`config.mk`:
```
export PLATFORM = sky130hd
export DESIGN_NAME = vcpat_table_load
export DESIGN_NICKNAME = d
export VERILOG_FILES = /design/src/inc/vcpat_pkg.sv /design/src/vcpat_table_load.sv
export SDC_FILE = /design/constraint.sdc
export NUM_CORES = 1
export LEC_CHECK = 0
export BUFFER_PORTS_ARGS = -buffer_cell sky130_fd_sc_hd__buf_4
export CORE_MARGIN = 5
export CORE_UTILIZATION = 40
export DETAILED_ROUTE_END_ITERATION = 6
export PLACE_DENSITY = 0.66
export SYNTH_ARGS = -nofsm -noshare
export SYNTH_HDL_FRONTEND = slang
export SYNTH_SLANG_ARGS = --single-unit
```
`constraint.sdc`:
```
create_clock -name ref_clk -period 3 [get_ports ref_clk]
set_input_delay 0.3 -clock ref_clk [delete_from_list [all_inputs] [get_ports ref_clk]]
set_output_delay 0.3 -clock ref_clk [all_outputs]
set_load 0.03 [all_outputs]
```
`src/inc/vcpat_pkg.sv`:
```
package vcpat_pkg;
    // -------------------------------------------------------------
    // Register map (byte addresses)
    // -------------------------------------------------------------
    localparam logic [11:0] CTL_OFFSET = 12'h214;
    localparam logic [11:0] STS_OFFSET = 12'h218;
    localparam logic [11:0] TBL_BASE = 12'h220;
    localparam logic [11:0] TBL_LAST = 12'h22C;
    localparam int TBL_WORDS = 4;
    localparam int PHASES = 32;
    localparam int PHASE_W = 4;

    // -------------------------------------------------------------
    // Control fields
    // -------------------------------------------------------------
    localparam int LOAD_BIT = 16;
    localparam int SEL_LSB = 17;
    localparam int SEL_W = 3;
    localparam int CHID_LSB = 24;
    localparam int CHEN_BIT = 31;
    localparam logic [2:0] SEL_RESET = 3'h0;
    localparam logic [2:0] CHID_VALUE = 3'h0;
    localparam logic CHEN_VALUE = 1'h1;

    // -------------------------------------------------------------
    // Status fields
    // -------------------------------------------------------------
    localparam int TSTAT_BIT = 16;
    localparam int NEG_BIT = 17;

    // -------------------------------------------------------------
    // Capability and arbitration
    // -------------------------------------------------------------
    localparam logic [7:0] CAP_UP = 8'h03;
    localparam logic [7:0] CAP_DOWN = 8'h01;
    localparam logic [7:0] CAP_TABLE_MASK = 8'h02;
    localparam logic [3:0] MAX_PORT = 4'h6;
    localparam int NUM_PORTS = 7;

    // Cycles the arbiter needs to latch one table word
    localparam logic [3:0] LOAD_WORD_CYCLES = 4'h1;

    typedef enum logic [2:0] {
        VCPAT_IDLE = 3'b001,
        VCPAT_LOAD = 3'b010,
        VCPAT_DONE = 3'b100
    } vcpat_state_t;
endpackage

```
`src/vcpat_table_load.sv`:
```
`timescale 1ns/1ps
// How it works
// - Writing one to load bit loads table
// - Writing zero to load bit: no action
// - Load bit always reads zero
// - Load bit ignored on downstream ports
// - Load acts only for table-based scheme
// - Three-bit scheme select, read/write, reset zero
// - Channel identifier reads zero
// - Channel enable reads one
// - Table write sets table status
// - Status clears when load finishes
// - Status reads zero on downstream ports
// - Status meaningful for table scheme; resets zero
// - Negotiation pending mirrors flow-control init
// - Capability: up 0x3, down 0x1
// - Arbiter skips invalid port phases
module vcpat_table_load
    import vcpat_pkg::*;
#(
    parameter bit IS_UPSTREAM = 1'b1
) (
    // Clock and reset
    input wire logic ref_clk,
    input wire logic arst_n,
    // Register port
    input wire logic [11:0] regAddr,
    input wire logic [31:0] regWdata,
    input wire logic regWrite,
    input wire logic regRead,
    output logic [31:0] regRdata,
    // Link state
    input wire logic fcInitBusy,
    // Arbiter side
    output logic [PHASES*PHASE_W-1:0] arbTable,
    output logic [PHASES-1:0] arbPhaseValid,
    output logic [2:0] arbScheme,
    output logic arbLoadDone
);

    localparam logic [7:0] CAP = IS_UPSTREAM ? CAP_UP : CAP_DOWN;

    typedef struct packed {
        logic [31:0] rdata;
        logic [2:0] sel;
        logic tstat;
        logic fcSync1;
        logic fcSync2;
        logic neg;
        logic [TBL_WORDS-1:0][31:0] shadow;
        logic [PHASES*PHASE_W-1:0] active;
        logic [PHASES-1:0] valid;
        vcpat_state_t state;
        logic [1:0] word;
        logic [3:0] wait_;
        logic done;
    } vcpat_regs_t;

    vcpat_regs_t r_ff;
    vcpat_regs_t nxt_r;

    logic isTblAddr;
    logic [1:0] tblIdx;
    logic schemeUsesTable;
    logic loadReq;

    assign isTblAddr = regAddr >= TBL_BASE && regAddr <= TBL_LAST
        && regAddr[1:0] == 2'h0;
    assign tblIdx = regAddr[3:2];
    assign schemeUsesTable = r_ff.sel < 3'h7
        && CAP[r_ff.sel] && CAP_TABLE_MASK[r_ff.sel];
    assign loadReq = IS_UPSTREAM && regWrite && regAddr == CTL_OFFSET
        && regWdata[LOAD_BIT] && schemeUsesTable;

    // -------------------------------------------------------------
    // Next-state logic
    // -------------------------------------------------------------
    always_comb begin
        logic [31:0] w;
        w = 32'h0;
        nxt_r = r_ff;
        nxt_r.done = 1'b0;
        // Two-flop sync: link init status is from another domain
        nxt_r.fcSync1 = fcInitBusy;
        nxt_r.fcSync2 = r_ff.fcSync1;
        nxt_r.neg = r_ff.fcSync2;

        if (regWrite && regAddr == CTL_OFFSET) begin
            nxt_r.sel = regWdata[SEL_LSB +: SEL_W];
        end
        if (regWrite && isTblAddr && IS_UPSTREAM) begin
            nxt_r.shadow[tblIdx] = regWdata;
        end

        // Loader walks the shadow one word at a time
        case (r_ff.state)
            VCPAT_IDLE: begin
            end
            VCPAT_LOAD: begin
                if (r_ff.wait_ != 4'h0) begin
                    nxt_r.wait_ = r_ff.wait_ - 4'h1;
                end else begin
                    w = r_ff.shadow[r_ff.word];
                    nxt_r.active[r_ff.word*32 +: 32] = w;
                    for (int i = 0; i < 8; i++) begin
                        nxt_r.valid[r_ff.word*8 + i] =
                            w[i*PHASE_W +: PHASE_W] <= MAX_PORT;
                    end
                    nxt_r.wait_ = LOAD_WORD_CYCLES - 4'h1;
                    if (r_ff.word == 2'(TBL_WORDS - 1)) begin
                        nxt_r.state = VCPAT_DONE;
                    end else begin
                        nxt_r.word = r_ff.word + 2'h1;
                    end
                end
            end
            VCPAT_DONE: begin
                nxt_r.tstat = 1'b0;
                nxt_r.done = 1'b1;
                nxt_r.state = VCPAT_IDLE;
            end
            default: begin
                nxt_r.state = VCPAT_IDLE;
            end
        endcase

        if (loadReq) begin
            nxt_r.state = VCPAT_LOAD;
            nxt_r.word = 2'h0;
            nxt_r.wait_ = LOAD_WORD_CYCLES - 4'h1;
            nxt_r.done = 1'b0;
        end
        // Table write sets status, wins over clear
        if (regWrite && isTblAddr && IS_UPSTREAM) begin
            nxt_r.tstat = 1'b1;
        end

        nxt_r.rdata = 32'h0;
        if (regRead) begin
            if (regAddr == CTL_OFFSET) begin
                nxt_r.rdata[SEL_LSB +: SEL_W] = r_ff.sel;
                nxt_r.rdata[CHID_LSB +: 3] = CHID_VALUE;
                nxt_r.rdata[CHEN_BIT] = CHEN_VALUE;
            end else if (regAddr == STS_OFFSET) begin
                nxt_r.rdata[TSTAT_BIT] = IS_UPSTREAM && r_ff.tstat;
                nxt_r.rdata[NEG_BIT] = r_ff.neg;
            end else if (isTblAddr && IS_UPSTREAM) begin
                nxt_r.rdata = r_ff.shadow[tblIdx];
            end
        end
    end

    // -------------------------------------------------------------
    // State register
    // -------------------------------------------------------------
    always_ff @(posedge ref_clk or negedge arst_n) begin
        if (!arst_n) begin
            r_ff <= '0;
            r_ff.sel <= SEL_RESET;
            r_ff.state <= VCPAT_IDLE;
            r_ff.valid <= '1;
        end else begin
            r_ff <= nxt_r;
        end
    end

    assign regRdata = r_ff.rdata;
    assign arbTable = r_ff.active;
    assign arbPhaseValid = r_ff.valid;
    assign arbScheme = r_ff.sel;
    assign arbLoadDone = r_ff.done;

    // -------------------------------------------------------------
    // Checks
    // -------------------------------------------------------------
    AST_LOAD_READS_ZERO: assert property (
        @(posedge ref_clk) disable iff (!arst_n)
        regRead && regAddr == CTL_OFFSET |=> !regRdata[LOAD_BIT])
        else $error("load bit read back nonzero");

    AST_ZERO_NO_LOAD: assert property (
        @(posedge ref_clk) disable iff (!arst_n)
        regWrite && regAddr == CTL_OFFSET && !regWdata[LOAD_BIT]
        && r_ff.state == VCPAT_IDLE |=> r_ff.state == VCPAT_IDLE)
        else $error("zero write started a load");

    AST_LOAD_STARTS: assert property (
        @(posedge ref_clk) disable iff (!arst_n)
        loadReq |=> r_ff.state == VCPAT_LOAD && r_ff.word == 2'h0)
        else $error("load did not start");

    // Four word steps and the done step, then the pulse
    AST_LOAD_FINISHES: assert property (
        @(posedge ref_clk) disable iff (!arst_n)
        loadReq ##1 !loadReq [*5] |=> arbLoadDone)
        else $error("load did not complete in time");

    AST_TBL_SETS_STATUS: assert property (
        @(posedge ref_clk) disable iff (!arst_n)
        IS_UPSTREAM && regWrite && isTblAddr |=> r_ff.tstat)
        else $error("table write did not set status");

    AST_DONE_CLEARS: assert property (
        @(posedge ref_clk) disable iff (!arst_n)
        arbLoadDone && !$past(regWrite && isTblAddr) |-> !r_ff.tstat)
        else $error("status still set after load");

    AST_CTL_FIXED: assert property (
        @(posedge ref_clk) disable iff (!arst_n)
        regRead && regAddr == CTL_OFFSET |=>
        regRdata[CHEN_BIT] && regRdata[CHID_LSB +: 3] == 3'h0)
        else $error("channel id or enable wrong");

    AST_DOWN_STATUS: assert property (
        @(posedge ref_clk) disable iff (!arst_n)
        !IS_UPSTREAM && regRead && regAddr == STS_OFFSET
        |=> !regRdata[TSTAT_BIT])
        else $error("downstream status bit set");

    AST_NEG_FOLLOWS: assert property (
        @(posedge ref_clk) disable iff (!arst_n)
        fcInitBusy [*4] |-> r_ff.neg)
        else $error("negotiation pending not reflected");

    AST_SEL_WRITE: assert property (
        @(posedge ref_clk) disable iff (!arst_n)
        regWrite && regAddr == CTL_OFFSET |=>
        arbScheme == $past(regWdata[SEL_LSB +: SEL_W]))
        else $error("scheme select not stored");

    // -------------------------------------------------------------
    // Further checks
    // -------------------------------------------------------------
    // Reference validity, kept apart from the loader's own copy
    logic [PHASES-1:0] phaseOk;
    always_comb begin
        for (int p = 0; p < PHASES; p++) begin
            phaseOk[p] = r_ff.active[p*PHASE_W +: PHASE_W] <= MAX_PORT;
        end
    end

    AST_VALID_SKIP: assert property (
        @(posedge ref_clk) disable iff (!arst_n)
        arbPhaseValid == phaseOk)
        else $error("phase valid flags disagree with table");

    AST_DOWN_NO_LOAD: assert property (
        @(posedge ref_clk) disable iff (!arst_n)
        !IS_UPSTREAM && regWrite && regAddr == CTL_OFFSET
        && regWdata[LOAD_BIT] |=> r_ff.state == VCPAT_IDLE)
        else $error("downstream port started a load");

    AST_DOWN_TABLE: assert property (
        @(posedge ref_clk) disable iff (!arst_n)
        !IS_UPSTREAM && regRead && isTblAddr |=> regRdata == 32'h0)
        else $error("downstream table word not zero");

    // Only scheme one walks the table
    AST_NO_TABLE_NO_LOAD: assert property (
        @(posedge ref_clk) disable iff (!arst_n)
        regWrite && regAddr == CTL_OFFSET && arbScheme != 3'h1
        && r_ff.state == VCPAT_IDLE |=> r_ff.state == VCPAT_IDLE)
        else $error("load started without table scheme");

    AST_ZERO_NO_STATUS: assert property (
        @(posedge ref_clk) disable iff (!arst_n)
        regWrite && regAddr == CTL_OFFSET && !regWdata[LOAD_BIT]
        && r_ff.state == VCPAT_IDLE |=> $stable(r_ff.tstat))
        else $error("zero write changed table status");

    AST_STATUS_SOURCE: assert property (
        @(posedge ref_clk) disable iff (!arst_n)
        !r_ff.tstat && !(regWrite && isTblAddr) |=> !r_ff.tstat)
        else $error("table status set without table write");

    AST_STATUS_HOLDS: assert property (
        @(posedge ref_clk) disable iff (!arst_n)
        r_ff.tstat && r_ff.state != VCPAT_DONE |=> r_ff.tstat)
        else $error("table status cleared before load end");

    AST_DONE_PULSE: assert property (
        @(posedge ref_clk) disable iff (!arst_n)
        arbLoadDone |=> !arbLoadDone)
        else $error("load done held longer than one cycle");

    AST_RESTART: assert property (
        @(posedge ref_clk) disable iff (!arst_n)
        loadReq && r_ff.state == VCPAT_LOAD
        |=> r_ff.state == VCPAT_LOAD && r_ff.word == 2'h0 && !arbLoadDone)
        else $error("load request did not restart load");

    AST_SEL_HOLDS: assert property (
        @(posedge ref_clk) disable iff (!arst_n)
        !(regWrite && regAddr == CTL_OFFSET) |=> $stable(arbScheme))
        else $error("scheme select changed without a write");

    AST_SEL_READ: assert property (
        @(posedge ref_clk) disable iff (!arst_n)
        regRead && regAddr == CTL_OFFSET |=>
        regRdata[SEL_LSB +: SEL_W] == arbScheme)
        else $error("scheme select read back wrong");

    AST_CHID_ZERO: assert property (
        @(posedge ref_clk) disable iff (!arst_n)
        regRead && regAddr == CTL_OFFSET |=>
        regRdata[CHID_LSB +: 3] == CHID_VALUE)
        else $error("channel identifier not zero");

    AST_NEG_CLEARS: assert property (
        @(posedge ref_clk) disable iff (!arst_n)
        !fcInitBusy [*4] |-> !r_ff.neg)
        else $error("negotiation pending stuck");

    AST_NEG_READ: assert property (
        @(posedge ref_clk) disable iff (!arst_n)
        regRead && regAddr == STS_OFFSET |=>
        regRdata[NEG_BIT] == $past(r_ff.neg))
        else $error("negotiation pending read back wrong");

    AST_STS_RESERVED: assert property (
        @(posedge ref_clk) disable iff (!arst_n)
        regRead && regAddr == STS_OFFSET |=>
        regRdata[15:0] == 16'h0 && regRdata[31:18] == 14'h0)
        else $error("status reserved bits not zero");

    AST_RDATA_QUIET: assert property (
        @(posedge ref_clk) disable iff (!arst_n)
        !regRead |=> regRdata == 32'h0)
        else $error("read data outside read cycle");

endmodule

```
; ---- Word level (Yosys, flattened, before mapping)
; Memories as Yosys holds them, arrays and structs flattened.
; Cells that the tools add are included.
[totals]
reg_bits = 337
inputBits = 49
rom_bits = 16
memories = 2
out_inout_bits = 196
[classes]
magnitude_cmp = 31
n_eq_ne = 11
bitwise_logic = 1
n_mux = 55
n_addsub = 10
shifts = 2
reduce_logical = 24
[mem_list]
columns = name, depth, word_bits, rd, rd_ports_with_merged_regs, wr, line
row1 = (name not given), 8, 1, 1, 0, 0, vcpat_table_load.sv:71  ; && CAP[r_ff.sel] && CAP_TABLE_MASK[r_ff.sel];
row2 = (name not given), 8, 1, 1, 0, 0, vcpat_table_load.sv:71
[ops]
columns = cell, count
row1 = $bwmux W128, 2
row2 = $bwmux W32, 8
row3 = $mux W32, 5
row4 = $bmux W32 S2, 2
row5 = $shift A32 B34 Y128 const A, 1
row6 = $shiftx A32 B34 Y128, 1
row7 = $demux W32 S2, 1
row8 = $ge A6 B1 Y1 const B, 7
row9 = $lt A6 B6 Y1 const B, 7
row10 = $demux W1 S5, 7
row11 = $neg A7 Y34, 1
row12 = $le A4 B3 Y1 const B, 8
row13 = $add A5 B3 Y6 const B, 4
row14 = $eq A12 B10 Y1 const B, 2
row15 = $logic_and A1 B1 Y1, 17
row16 = $mux W17, 1
row17 = $mux W16, 1
row18 = $mux W1, 14
row19 = $mux W14, 1
row20 = $add A5 B2 Y6 const B, 2
row21 = $ge A12 B10 Y1 const B, 1
row22 = $le A12 B10 Y1 const B, 1
row23 = $mux W4, 3
row24 = $mux W10, 1
row25 = other kinds (27), 36

; ---- Longest topological paths before layout
; Gate-level depths: netlist (run 1).
[depth]
depth_word = 12
mapped_depth = 9

; ---- Least setup slack after synthesis (run 1)
; No wires, ideal clock.
[synth_path]
kind = reg-to-reg
startpoint = register r_ff[6] (netlist name)
endpoint = register r_ff (netlist bit arbTable[100])
period_less_slack_ns = 2.281
arrival_ns = 2.215
setup_ns = 0.065
required_ns = 2.935
slack_ns = 0.719
path_stages_with_launch = 10
path_buffers = 4
cell_sequence = dfrtp_1 clkbuf_1 buf_1 inv_1 ha_1 nor3_1 and4b_1 clkbuf_1 buf_2 a22o_1
[synth_between]
elab_chain_len = 4
word_cells_on_any_way = 6
cone_classes = add/sub: 1 / shift: 2 / mux: 3
[synth_rtl]
columns = item, line
row1 = "start, declared", vcpat_table_load.sv:59  ; vcpat_regs_t r_ff;
row2 = "start signal, assigned", vcpat_table_load.sv:163  ; r_ff <= nxt_r;
row3 = branches (longest 3 deep; another with $neg A7 Y34), --
row4 = $bwmux W128 (*), vcpat_table_load.sv:104  ; nxt_r.active[r_ff.word*32 +: 32] = w;
; Every way passes the cells marked *. The select of a mux whose other input is x is not followed.
; A chain may end at the register's enable or synchronous reset.

; ---- Final worst setup path (run 1)
[layout_path]
startpoint = register r_ff[1] (netlist name)
endpoint = register r_ff (netlist bit arbTable[15])
[layout_between]
elab_chain_len = 3
[layout_rtl]
columns = item, line
row1 = $reduce_bool A4 Y1, vcpat_table_load.sv:100  ; if (r_ff.wait_ != 4'h0) begin
row2 = $not A1 Y1 (no line), --
row3 = $reduce_and A2 Y1 (no line), --
; No other way between the ends.

==> reports/qor.yml, run 1 <==
detailed_routing:
  wl_met1_microns: 17700
  drtAntennaViolNets: 0
  wl_met3_microns: 2470
  met2WireLength_microns: 18100
  firstDrtPassIters: 5
  avgViaCountPerCell: 5.26
  avgRoutedWirePerCell_microns: 23.2
  routed_wl_microns: 39000
  route.top_layer_used: "met5"
  vias: 8870
  drt_iter0_drc: 488
  drc_errors: 0
grt:
  grt_pass1_wl_microns: 60900
  grt_overflow_total: 0
  grt_max_degree: 93
  grtUsageTotal: 0.178
  grt_pass1_vias: 9521
  antenna_found_initial: 2
yosys:
  syn_area_per_cell_sq_um: 14.5
  synth_edf_count: 0
  synth_commonest_cells: "304 x dfrtp_1, 195 x buf_4, 131 x mux2_2"
  synth_ff_type: "dfrtp_1"
  ys_seq_area_frac: 0.544
  synth.top_cell.area_share: 0.488
  yosysMostFrequentCell: "dfrtp_1"
  synth_seq_cells: 337
  synthesis.area_sq_um: 15600
  synth_nets: 1134
  yosysWarnings: 0
  synthTopCellsByArea: "dfrtp_1 49%, mux2_2 9.5%, buf_4 9.4%"
  yosysUniqueCellTypes: 44
  synth_cells: 1075
  synth_top_cell_by_area: "dfrtp_1"
  async_flop_share: 1.00
pwr:
  p_per_area_nw_per_um2: 538
  ir_drop_v: 0.000295
  leakage_nw: 8.87
placement:
  place_inst: 1612
  port_buffers: 244
  dpl_worst_slack_ns: 0.414
  gp_congestion: 0.767
  dp_hpwl_microns: 26600
worst_setup_path:
  r2r_start: "r_ff[1]"
  cp_num_buf_inv: 2
  cp.depth: 7
  crit_family: "simple AND/OR/NAND/NOR gates"
  start_kind: "flip-flop"
  cp.required_ns: 3.41
  cp.arrival_ns: 3.03
  crit_path_end: "arbTable[15]"
  worst_r2r_endpoint: "arbTable[15]"
  r2r_cells: 7
  critPathLaunch: "r_ff[1]"
  r2r_slack_ns: 0.38
  crit_path_end_kind: "flip-flop"
  crit_type: "reg -> reg"
  max_stage_delay_ns: 0.48
  cp_slowest_cell: "or3b_2"
  critPathMaxFanout: 22
  crit_chain: "inv_1, ha_1, or3b_2, nor2_1, nand2_1, buf_12, a22o_1"
clock_network:
  cts_num_sinks: 337
  root_buffer: "clkbuf_16"
  cts_tree: "built"
  clk_pin_slew_worst_paths_ns: 0.06
  insertion_delay_ns: 0.53
  htree_levels: 2
  cts_max_path_buffers: 3
  cts_buffers: 38
sta:
  setup_violations: 0
  fin_skew_ns: 0.0119
  fin_tns_setup_ns: 0
  final_hold_viol_count: 0
  maxSlewHeadroom: 0.473
  rsz0062_at_grt: "false"
  clock.fmax_mhz: 382
  hold_slack_ns: 0.0321
  drv_slew: 0
  min_period_over_period: 0.874
  finalCriticalPeriod_ns: 2.62
  fin_ws_ns: 0.379
  worst_pin_slew_ns: 0.790
finish:
  areaGrowthSynthToFinish_pct: 16.0
  antenna-diode-count: 0
  fin_nets: 1196
  n_fill_cell: 3355
  drive_gt1_frac: 0.522
  layoutNonFillerInstCount: 1685
worst_hold_path:
  hold_class: "in -> reg"
  hold_start: "regWdata[23]"
die:
  rows: 72
  die-area_sq_um: 43000
  ios: 245
  core_area_sq_um: 38600
  die_y_microns: 207
  start_util: 0.403
  die_w_microns: 207
status:
  status: "completed"
run:
  max_cap_viol_count: 0
[layout by cell type, fill, tap and decap left out, drive strengths merged, types with 3 or more instances in the layout]
master	synthesis	final
dfrtp	304	304
buf	228	274
mux2	163	163
a22o	129	129
mux4	64	64
clkbuf	27	57
dfstp	33	33
nor2b	29	29
nor2	19	19
nand2	16	16
ha	10	10
a31oi	8	8
a21oi	5	5
inv	4	5
nor3	5	5
clkinv	0	5
bufinv	0	4
a22oi	3	3
clkinvlp	0	3
dlygate4sd3	0	3
nor4	3	3
nor4b	3	3
[how the worst min path moves through the flow]
| stage | end | slack (ns) | cells after the start |
|---|---|---|---|
| 2_1_floorplan | arbLoadDone | 0.004 | 0 |
| 3_3_place_gp | r_ff[298] | 0.34 | 0 |
| 3_5_place_dp | nxt_r[298] | 0.34 | 0 |
| 4_1_cts | r_ff[289] | 0.00004 | 2 |
| 5_1_grt | r_ff[289] | 0.008 | 2 |
| 6_report | r_ff[289] | 0.03 | 2 |
[logic make-up (layout without fill, tap and decap cells)]
group	Yosys count	in the layout	synth area share
DFF	337	337	0.544
adders and majority gates	10	10	0.00803
xor gates and xnor gates	1	1	0.000562
muxes	229	229	0.219
buffers and inverters	259	351	0.113
and+or+nand+nor	92	92	0.0363
AOI/OAI and AO/OA	147	147	0.0796
[metal layers]
metal	track usage	vias up
met1	0.255	4700
li1	-	3863
met2	0.279	255
met5	0	-
met3	0.0441	48
met4	0.0413	4
[report_power, final]
part / internal (mW) / total (mW) / switching (mW)
Clock: 3.04 / 4.90 / 1.86
Combinational: 0.0911 / 0.253 / 0.162
Sequential: 4.56 / 4.56 / 0.00623
Total: 7.69 / 9.72 / 2.03
[state kept, by name, summed over array words and instances (netlist names)]
name	count
arbLoadDone	1
arbPhaseValid	32
nxt_r	2
r_ff	139
regRdata	32
arbTable	128
arbScheme	3
[timing repair]
item                                   4_1_cts  5_1_grt
hold buffers                                 3        0
gates resized for setup                      0        0
setup buffers                                0        0
endpoints found under the hold margin       84        0
[final cells by class]
| cell class | instances | area (sq um) | share of cell area |
|---|---|---|---|
| Tap cell | 518 | 648 | 0.0359 |
| Inverter | 4 | 15.0 | 0.000831 |
| Sequential cell | 337 | 8480 | 0.469 |
| Clock inverter | 13 | 175 | 0.00969 |
| Timing Repair Buffer | 277 | 2220 | 0.123 |
| Clock buffer | 57 | 1170 | 0.0645 |
| Multi-Input combinational cell | 479 | 5380 | 0.297 |
[worst reg2reg max path, stage by stage, from the launching register on]
cell     delay, ns
dfrtp_1       0.41
inv_1         0.09
ha_1          0.18
or3b_2        0.48
nor2_1        0.39
nand2_1       0.42
buf_12        0.30
a22o_1        0.24
[per-stage QoR]
stage	area, sq um	power (mW)	utilization
6_report	18100	9.72	0.468
5_1_grt	18100	10.1	0.468
4_1_cts	18100	9.85	0.468
3_5_place_dp	16700	4.90	0.432
3_3_place_gp	16700	4.90	0.432
2_1_floorplan	15600	4.71	-
No activity file was read; power rests on OpenSTA's default activity.
==> inputs of run 2 (changes only) <==
--- a/config.mk
+++ b/config.mk
@@ -5,11 +5,13 @@
 export SDC_FILE = /design/constraint.sdc
 export NUM_CORES = 1
 export LEC_CHECK = 0
-export BUFFER_PORTS_ARGS = -buffer_cell sky130_fd_sc_hd__buf_4
 export CORE_MARGIN = 5
 export CORE_UTILIZATION = 40
 export DETAILED_ROUTE_END_ITERATION = 6
-export PLACE_DENSITY = 0.66
+export DONT_BUFFER_PORTS = 1
+export GPL_ROUTABILITY_DRIVEN = 1
+export PLACE_DENSITY = 0.6
+export SKIP_LAST_GASP = 1
 export SYNTH_ARGS = -nofsm -noshare
 export SYNTH_HDL_FRONTEND = slang
 export SYNTH_SLANG_ARGS = --single-unit
==> reports/qor.yml, run 2 (synthesized netlist as in run 1, its figures left out) <==
status:
  status: "finished, violations left"
  violations: "hold timing"
sta:
  fin_skew_ns: 0.0176  # +0.00571 ns
  clock.fmax_mhz: 407  # +6.8%
  fin_ws_ns: 0.545  # +0.166 ns
  rsz0062_at_grt: "false"
  maxSlewHeadroom: 0.492  # +0.0180
  hold_slack_ns: -0.529  # -0.561 ns
  fin_tns_setup_ns: 0  # unchanged
  setup_violations: 0  # unchanged
  drv_slew: 0  # unchanged
  final_hold_viol_count: 337  # +337
  min_period_over_period: 0.818  # -0.0554
  finalCriticalPeriod_ns: 2.45  # -0.166 ns
  worst_pin_slew_ns: 0.763  # -0.0271 ns
clock_network:
  clk_pin_slew_worst_paths_ns: 0.06  # about the same
  cts_tree: "built"
  cts_buffers: 39  # +2.6%
  cts_max_path_buffers: 3  # unchanged
  postCtsSetupRepairBufs: 0  # unchanged
  cts_resized: 0  # unchanged
  htree_levels: 2  # unchanged
  ctsHoldBuffers: 33  # +30
  insertion_delay_ns: 0.54  # about the same
  root_buffer: "clkbuf_16"
  cts_num_sinks: 337  # unchanged
die:
  ios: 245  # unchanged
  rows: 72  # unchanged
  die_w_microns: 207  # unchanged
  die_y_microns: 207  # unchanged
  start_util: 0.403  # unchanged
  die-area_sq_um: 43000  # unchanged
  core_area_sq_um: 38600  # unchanged
worst_setup_path:
  critPathMaxFanout: 9  # -59%
  crit_chain: "inv_1, ha_1, or3b_2, nor2_1, nand2_1, mux2_2"
  crit_type: "reg -> reg"
  cp.required_ns: 3.47  # +0.06 ns
  crit_path_end_kind: "flip-flop"
  r2r_start: "r_ff[1]"
  cp_slowest_cell: "or3b_2"
  max_stage_delay_ns: 0.48  # about the same
  cp.arrival_ns: 2.92  # -0.11 ns
  critPathLaunch: "r_ff[1]"
  start_kind: "flip-flop"
finish:
  areaGrowthSynthToFinish_pct: 5.30
  fin_nets: 982  # -18%
  largest_reg_flops: 139  # unchanged
  regMostFlops: "r_ff"
  final_cell_mix: "302 x dfrtp_1, 131 x mux2_2, 129 x a22o_1, 64 x mux4_2, 41 x clkbuf_16"
  mostFrequentLayoutCell: "dfrtp_1"
  drive_gt1_frac: 0.380  # -0.142
grt:
  grt_max_degree: 338  # +260%
  grt_pass1_wl_microns: 59000  # -3.1%
  antenna_found_initial: 5  # +3
  grt_pass1_vias: 8653  # -9.1%
  grt_overflow_total: 0  # unchanged
  grtUsageTotal: 0.177  # -0.00161
pwr:
  p_switching_mw: 1.91  # -5.8%
  pwr-share-clk: 0.504  # about the same
  p_per_area_nw_per_um2: 574  # +6.8%
  p_sw_frac: 0.203  # -0.00612
  ir_drop_v: 0.000265  # -10%
  pwr-share-seq: 0.484  # +0.014
  internal-power_mw: 7.52  # -2.2%
  leakage_nw: 7.64  # -14%
  pwr-share-comb: 0.011  # -0.015
detailed_routing:
  firstDrtPassIters: 4  # -1
  avgViaCountPerCell: 5.55  # +5.5%
  drt_iter0_drc: 505  # +3.5%
  routed_wl_microns: 38600  # -1.2%
  drtAntennaViolNets: 0  # unchanged
  drc_errors: 0  # unchanged
  vias: 8159  # -8.0%
  avgRoutedWirePerCell_microns: 26.2  # +13%
worst_hold_path:
  hold_class: "in -> async"
placement:
  port_buffers: 0  # -100%
  dpl_worst_slack_ns: 0.596  # +0.182 ns
  dp_hpwl_microns: 25100  # -5.6%
  gp_congestion: 0.796  # +3.8%
run:
  max_cap_viol_count: 0  # unchanged
-- run 2: stage by stage --
stage | utilization | power, mW | cell area, sq um | instances
3_5_place_dp | 0.383 | 4.69 | 14800 | 1367
2_1_floorplan | - | 4.71 | 15600 | 1075
5_1_grt | 0.425 | 9.76 | 16400 | 1469
3_3_place_gp | 0.383 | 4.69 | 14800 | 1367
4_1_cts | 0.425 | 9.58 | 16400 | 1468
6_report | 0.425 | 9.43 | 16400 | 1469
-- run 2: routing by layer --
| metal | wire, microns | GRT usage |
|---|---|---|
| met3 | 3050 | 0.0600 |
| met1 | 17100 | 0.251 |
| met4 | 814 | 0.0438 |
| met2 | 17600 | 0.264 |
| met5 | 48 | 0 |
-- run 2: path summary, 6_finish.rpt --
path                                          end  slack [ns]  cells after the start
max in group asynchronous             arbTable[3]        2.94                      0
worst max-delay path            arbPhaseValid[25]        0.55                      6
worst min register to register         nxt_r[298]        0.35                      0
min in group ref_clk                    r_ff[301]        0.05                      2
worst min-delay path                arbTable[123]       -0.53                      0
worst max register to register  arbPhaseValid[25]        0.55                      6
-- run 2: cell type report --
class                   instances  area (sq um)
flip-flops and latches        337          8480
clock buffers                  60          1190
inverters                       4          15.0
multi-input cells             479          5380
well taps                     518           648
fillers                      3448         22200
diodes                          1          2.50
repair buffers                 62           611
clock inverters                 8          97.6
-- run 2: critical path: cells and delay by family (launching register included) --
kind / cells / cell delay (ns)
flops: 1 / 0.41
mux: 1 / 0.40
buf+inv: 1 / 0.09
simple gates: 3 / 1.31
fa+ha+maj: 1 / 0.18
-- run 2: power by group through the flow --
stage               Combinational (mW)  Sequential, mW  Clock (mW)
floorplan                       0.0628            4.64           0
global placement                0.0482            4.64           0
detailed placement              0.0485            4.65           0
CTS                              0.106            4.56        4.91
global route                     0.112            4.56        5.08
finish                           0.106            4.57        4.76
==> inputs of run 3 (changes only) <==
--- a/config.mk
+++ b/config.mk
@@ -10,7 +10,7 @@
 export DETAILED_ROUTE_END_ITERATION = 6
 export DONT_BUFFER_PORTS = 1
 export GPL_ROUTABILITY_DRIVEN = 1
-export PLACE_DENSITY = 0.6
+export PLACE_DENSITY = 0.62
 export SKIP_LAST_GASP = 1
 export SYNTH_ARGS = -nofsm -noshare
 export SYNTH_HDL_FRONTEND = slang
==> constraint.sdc (replaced) <==
create_clock -name ref_clk -period 2.2 [get_ports ref_clk]
set_input_delay 0.22 -clock ref_clk [delete_from_list [all_inputs] [get_ports ref_clk]]
set_output_delay 0.22 -clock ref_clk [all_outputs]
set_load 0.03 [all_outputs]
==> reports/qor.yml, run 3 (synthesized netlist as in run 1, its figures left out) <==
finish:
  fin_util: 0.435  # +0.0102
  mostFrequentLayoutCell: "dfrtp_1"
  layoutNonFillerInstCount: 1501  # +2.2%
  largest_reg_flops: 139  # unchanged
  drive_gt1_frac: 0.390  # +0.0100
  n_fill_cell: 3354  # -2.7%
  final_cell_mix: "302 x dfrtp_1, 131 x mux2_2, 129 x a22o_1, 64 x mux4_2, 43 x dlygate4sd3_1"
  fin_nets: 1015  # +3.4%
  regMostFlops: "r_ff"
  areaGrowthSynthToFinish_pct: 7.83
worst_setup_path:
  cp_num_buf_inv: 2  # +1
  max_stage_delay_ns: 0.41  # -0.07 ns
  cp.required_ns: 2.67  # -0.80 ns
  cp_slowest_cell: "or3b_4"
  crit_chain: "inv_1, ha_1, or3b_4, nor3_2, and4_1, buf_4, a22o_1"
  critPathMaxFanout: 10  # +1
  crit_family: "simple AND/OR/NAND/NOR gates"
  start_kind: "flip-flop"
  crit_path_end_kind: "flip-flop"
  cp.arrival_ns: 2.51  # -0.41 ns
  crit_type: "reg -> reg"
die:
  ios: 245  # unchanged
  start_util: 0.403  # unchanged
  die-area_sq_um: 43000  # unchanged
  rows: 72  # unchanged
  core_area_sq_um: 38600  # unchanged
  die_y_microns: 207  # unchanged
  die_w_microns: 207  # unchanged
clock_network:
  cts_num_sinks: 337  # unchanged
  cts_buffers: 38  # -2.6%
  cts_tree: "built"
  insertion_delay_ns: 0.54  # about the same
  ctsHoldBuffers: 44  # +33%
  root_buffer: "clkbuf_16"
  clk_pin_slew_worst_paths_ns: 0.06  # about the same
  htree_levels: 2  # unchanged
  cts_max_path_buffers: 3  # unchanged
sta:
  setup_violations: 0  # unchanged
  hold_slack_ns: -0.607  # -0.0778 ns
  fin_tns_setup_ns: 0  # unchanged
  maxSlewHeadroom: 0.649  # +0.158
  finalCriticalPeriod_ns: 2.04  # -0.414 ns
  drv_slew: 0  # unchanged
  clock.fmax_mhz: 490  # +20%
  worst_pin_slew_ns: 0.526  # -0.236 ns
  final_hold_viol_count: 337  # unchanged
  rsz0062_at_grt: "false"
  min_period_over_period: 0.928  # +0.110
  fin_skew_ns: 0.0133  # -0.00423 ns
detailed_routing:
  drc_errors: 0  # unchanged
  drt_iter0_drc: 415  # -18%
  drtAntennaViolNets: 0  # unchanged
  routed_wl_microns: 38500  # -0.20%
  vias: 8222  # +0.77%
  firstDrtPassIters: 4  # unchanged
  avgViaCountPerCell: 5.48  # -1.4%
  avgRoutedWirePerCell_microns: 25.6  # -2.3%
placement:
  port_buffers: 0  # unchanged
  gp_congestion: 0.773  # -3.0%
  dp_hpwl_microns: 24500  # -2.6%
  place_inst: 1390  # +1.7%
worst_hold_path:
  hold_class: "in -> async"
grt:
  grt_pass1_wl_microns: 59300  # +0.55%
  grt_pass1_vias: 8753  # +1.2%
  grt_overflow_total: 0  # unchanged
  antenna_found_initial: 2  # -3
  grtUsageTotal: 0.178  # +0.000678
  grt_max_degree: 338  # unchanged
pwr:
  p_per_area_nw_per_um2: 763  # +33%
  ir_drop_v: 0.000496  # +87%
  leakage_nw: 7.85  # +2.7%
  power_mw: 12.8  # +36%
status:
  violations: "hold timing"
  status: "finished, violations left"
run:
  max_cap_viol_count: 0  # unchanged
==> run 3: cell types whose count changed in the layout (fill, tap and decap cells not counted), moves of 2 or more <==
cell           previous run  this run
buf_4                    24        36
clkinv_2                  3         1
clkbuf_8                  9         7
clkbuf_16                41        39
dlygate4sd3_1            33        43
buf_12                    5        15
==> run 3: area by class of cell <==
class | instances | area (sq um) | share of cell area
repair buffers | 96 | 1030 | 0.0611
clock inverters | 9 | 136 | 0.00811
multi-input cells | 479 | 5390 | 0.321
clock buffers | 57 | 1110 | 0.0663
diodes | 1 | 2.50 | 0.000149
flip-flops and latches | 337 | 8480 | 0.504
inverters | 4 | 15.0 | 0.000893
well taps | 518 | 648 | 0.0386
==> run 3: worst reg2reg max path: stages (launching register included) <==
cell and delay, ns:
dfrtp_1 0.40, inv_1 0.09, ha_1 0.20, or3b_4 0.41, nor3_2 0.21, and4_1 0.31
buf_4 0.21, a22o_1 0.14
==> run 3: per-stage QoR <==
| stage | instance area, sq um | setup slack [ns] |
|---|---|---|
| after floorplan | 15600 | 0.00774 |
| after global placement | 15100 | 0.0684 |
| after detailed placement | 15100 | 0.00701 |
| after CTS | 16800 | 0.0422 |
| after global routing | 16800 | 0.00184 |
| final | 16800 | 0.159 |
==> run 3: worst paths after layout <==
path | from | to | slack [ns] | cells past startpoint
setup / recovery | r_ff[1] | arbTable[50] | 0.16 | 7
hold / removal | arst_n | arbTable[123] | -0.61 | 0
setup reg to reg | r_ff[1] | arbTable[50] | 0.16 | 7
hold reg to reg | nxt_r[299] | nxt_r[298] | 0.35 | 0
max in group asynchronous | arst_n | regRdata[2] | 2.35 | 0
min in group ref_clk | regAddr[2] | regRdata[21] | 0.03 | 2
==> run 3: where the power goes <==
part	internal [mW]	switching (mW)	total (mW)	leakage (nW)
sequential	6.22	0.00883	6.22	4.54
combinational	0.104	0.0751	0.179	2.70
clock	3.86	2.57	6.43	0.604
==> run 3: what timing repair did <==
item | 4_1_cts | 5_1_grt
gates resized for setup | 1 | 5
setup buffers | 0 | 0
hold endpoints to repair | 495 | 337
endpoints found under the setup margin | 13 | 140
==> run 3: layer usage <==
metal	vias up	wire length, microns	share of wire	GRT usage
met5	-	13	0.00034	0
met4	2	636	0.017	0.0392
met3	48	2490	0.065	0.0526
met2	213	18000	0.47	0.280
met1	4461	17300	0.45	0.245
li1	3498	-	-	-
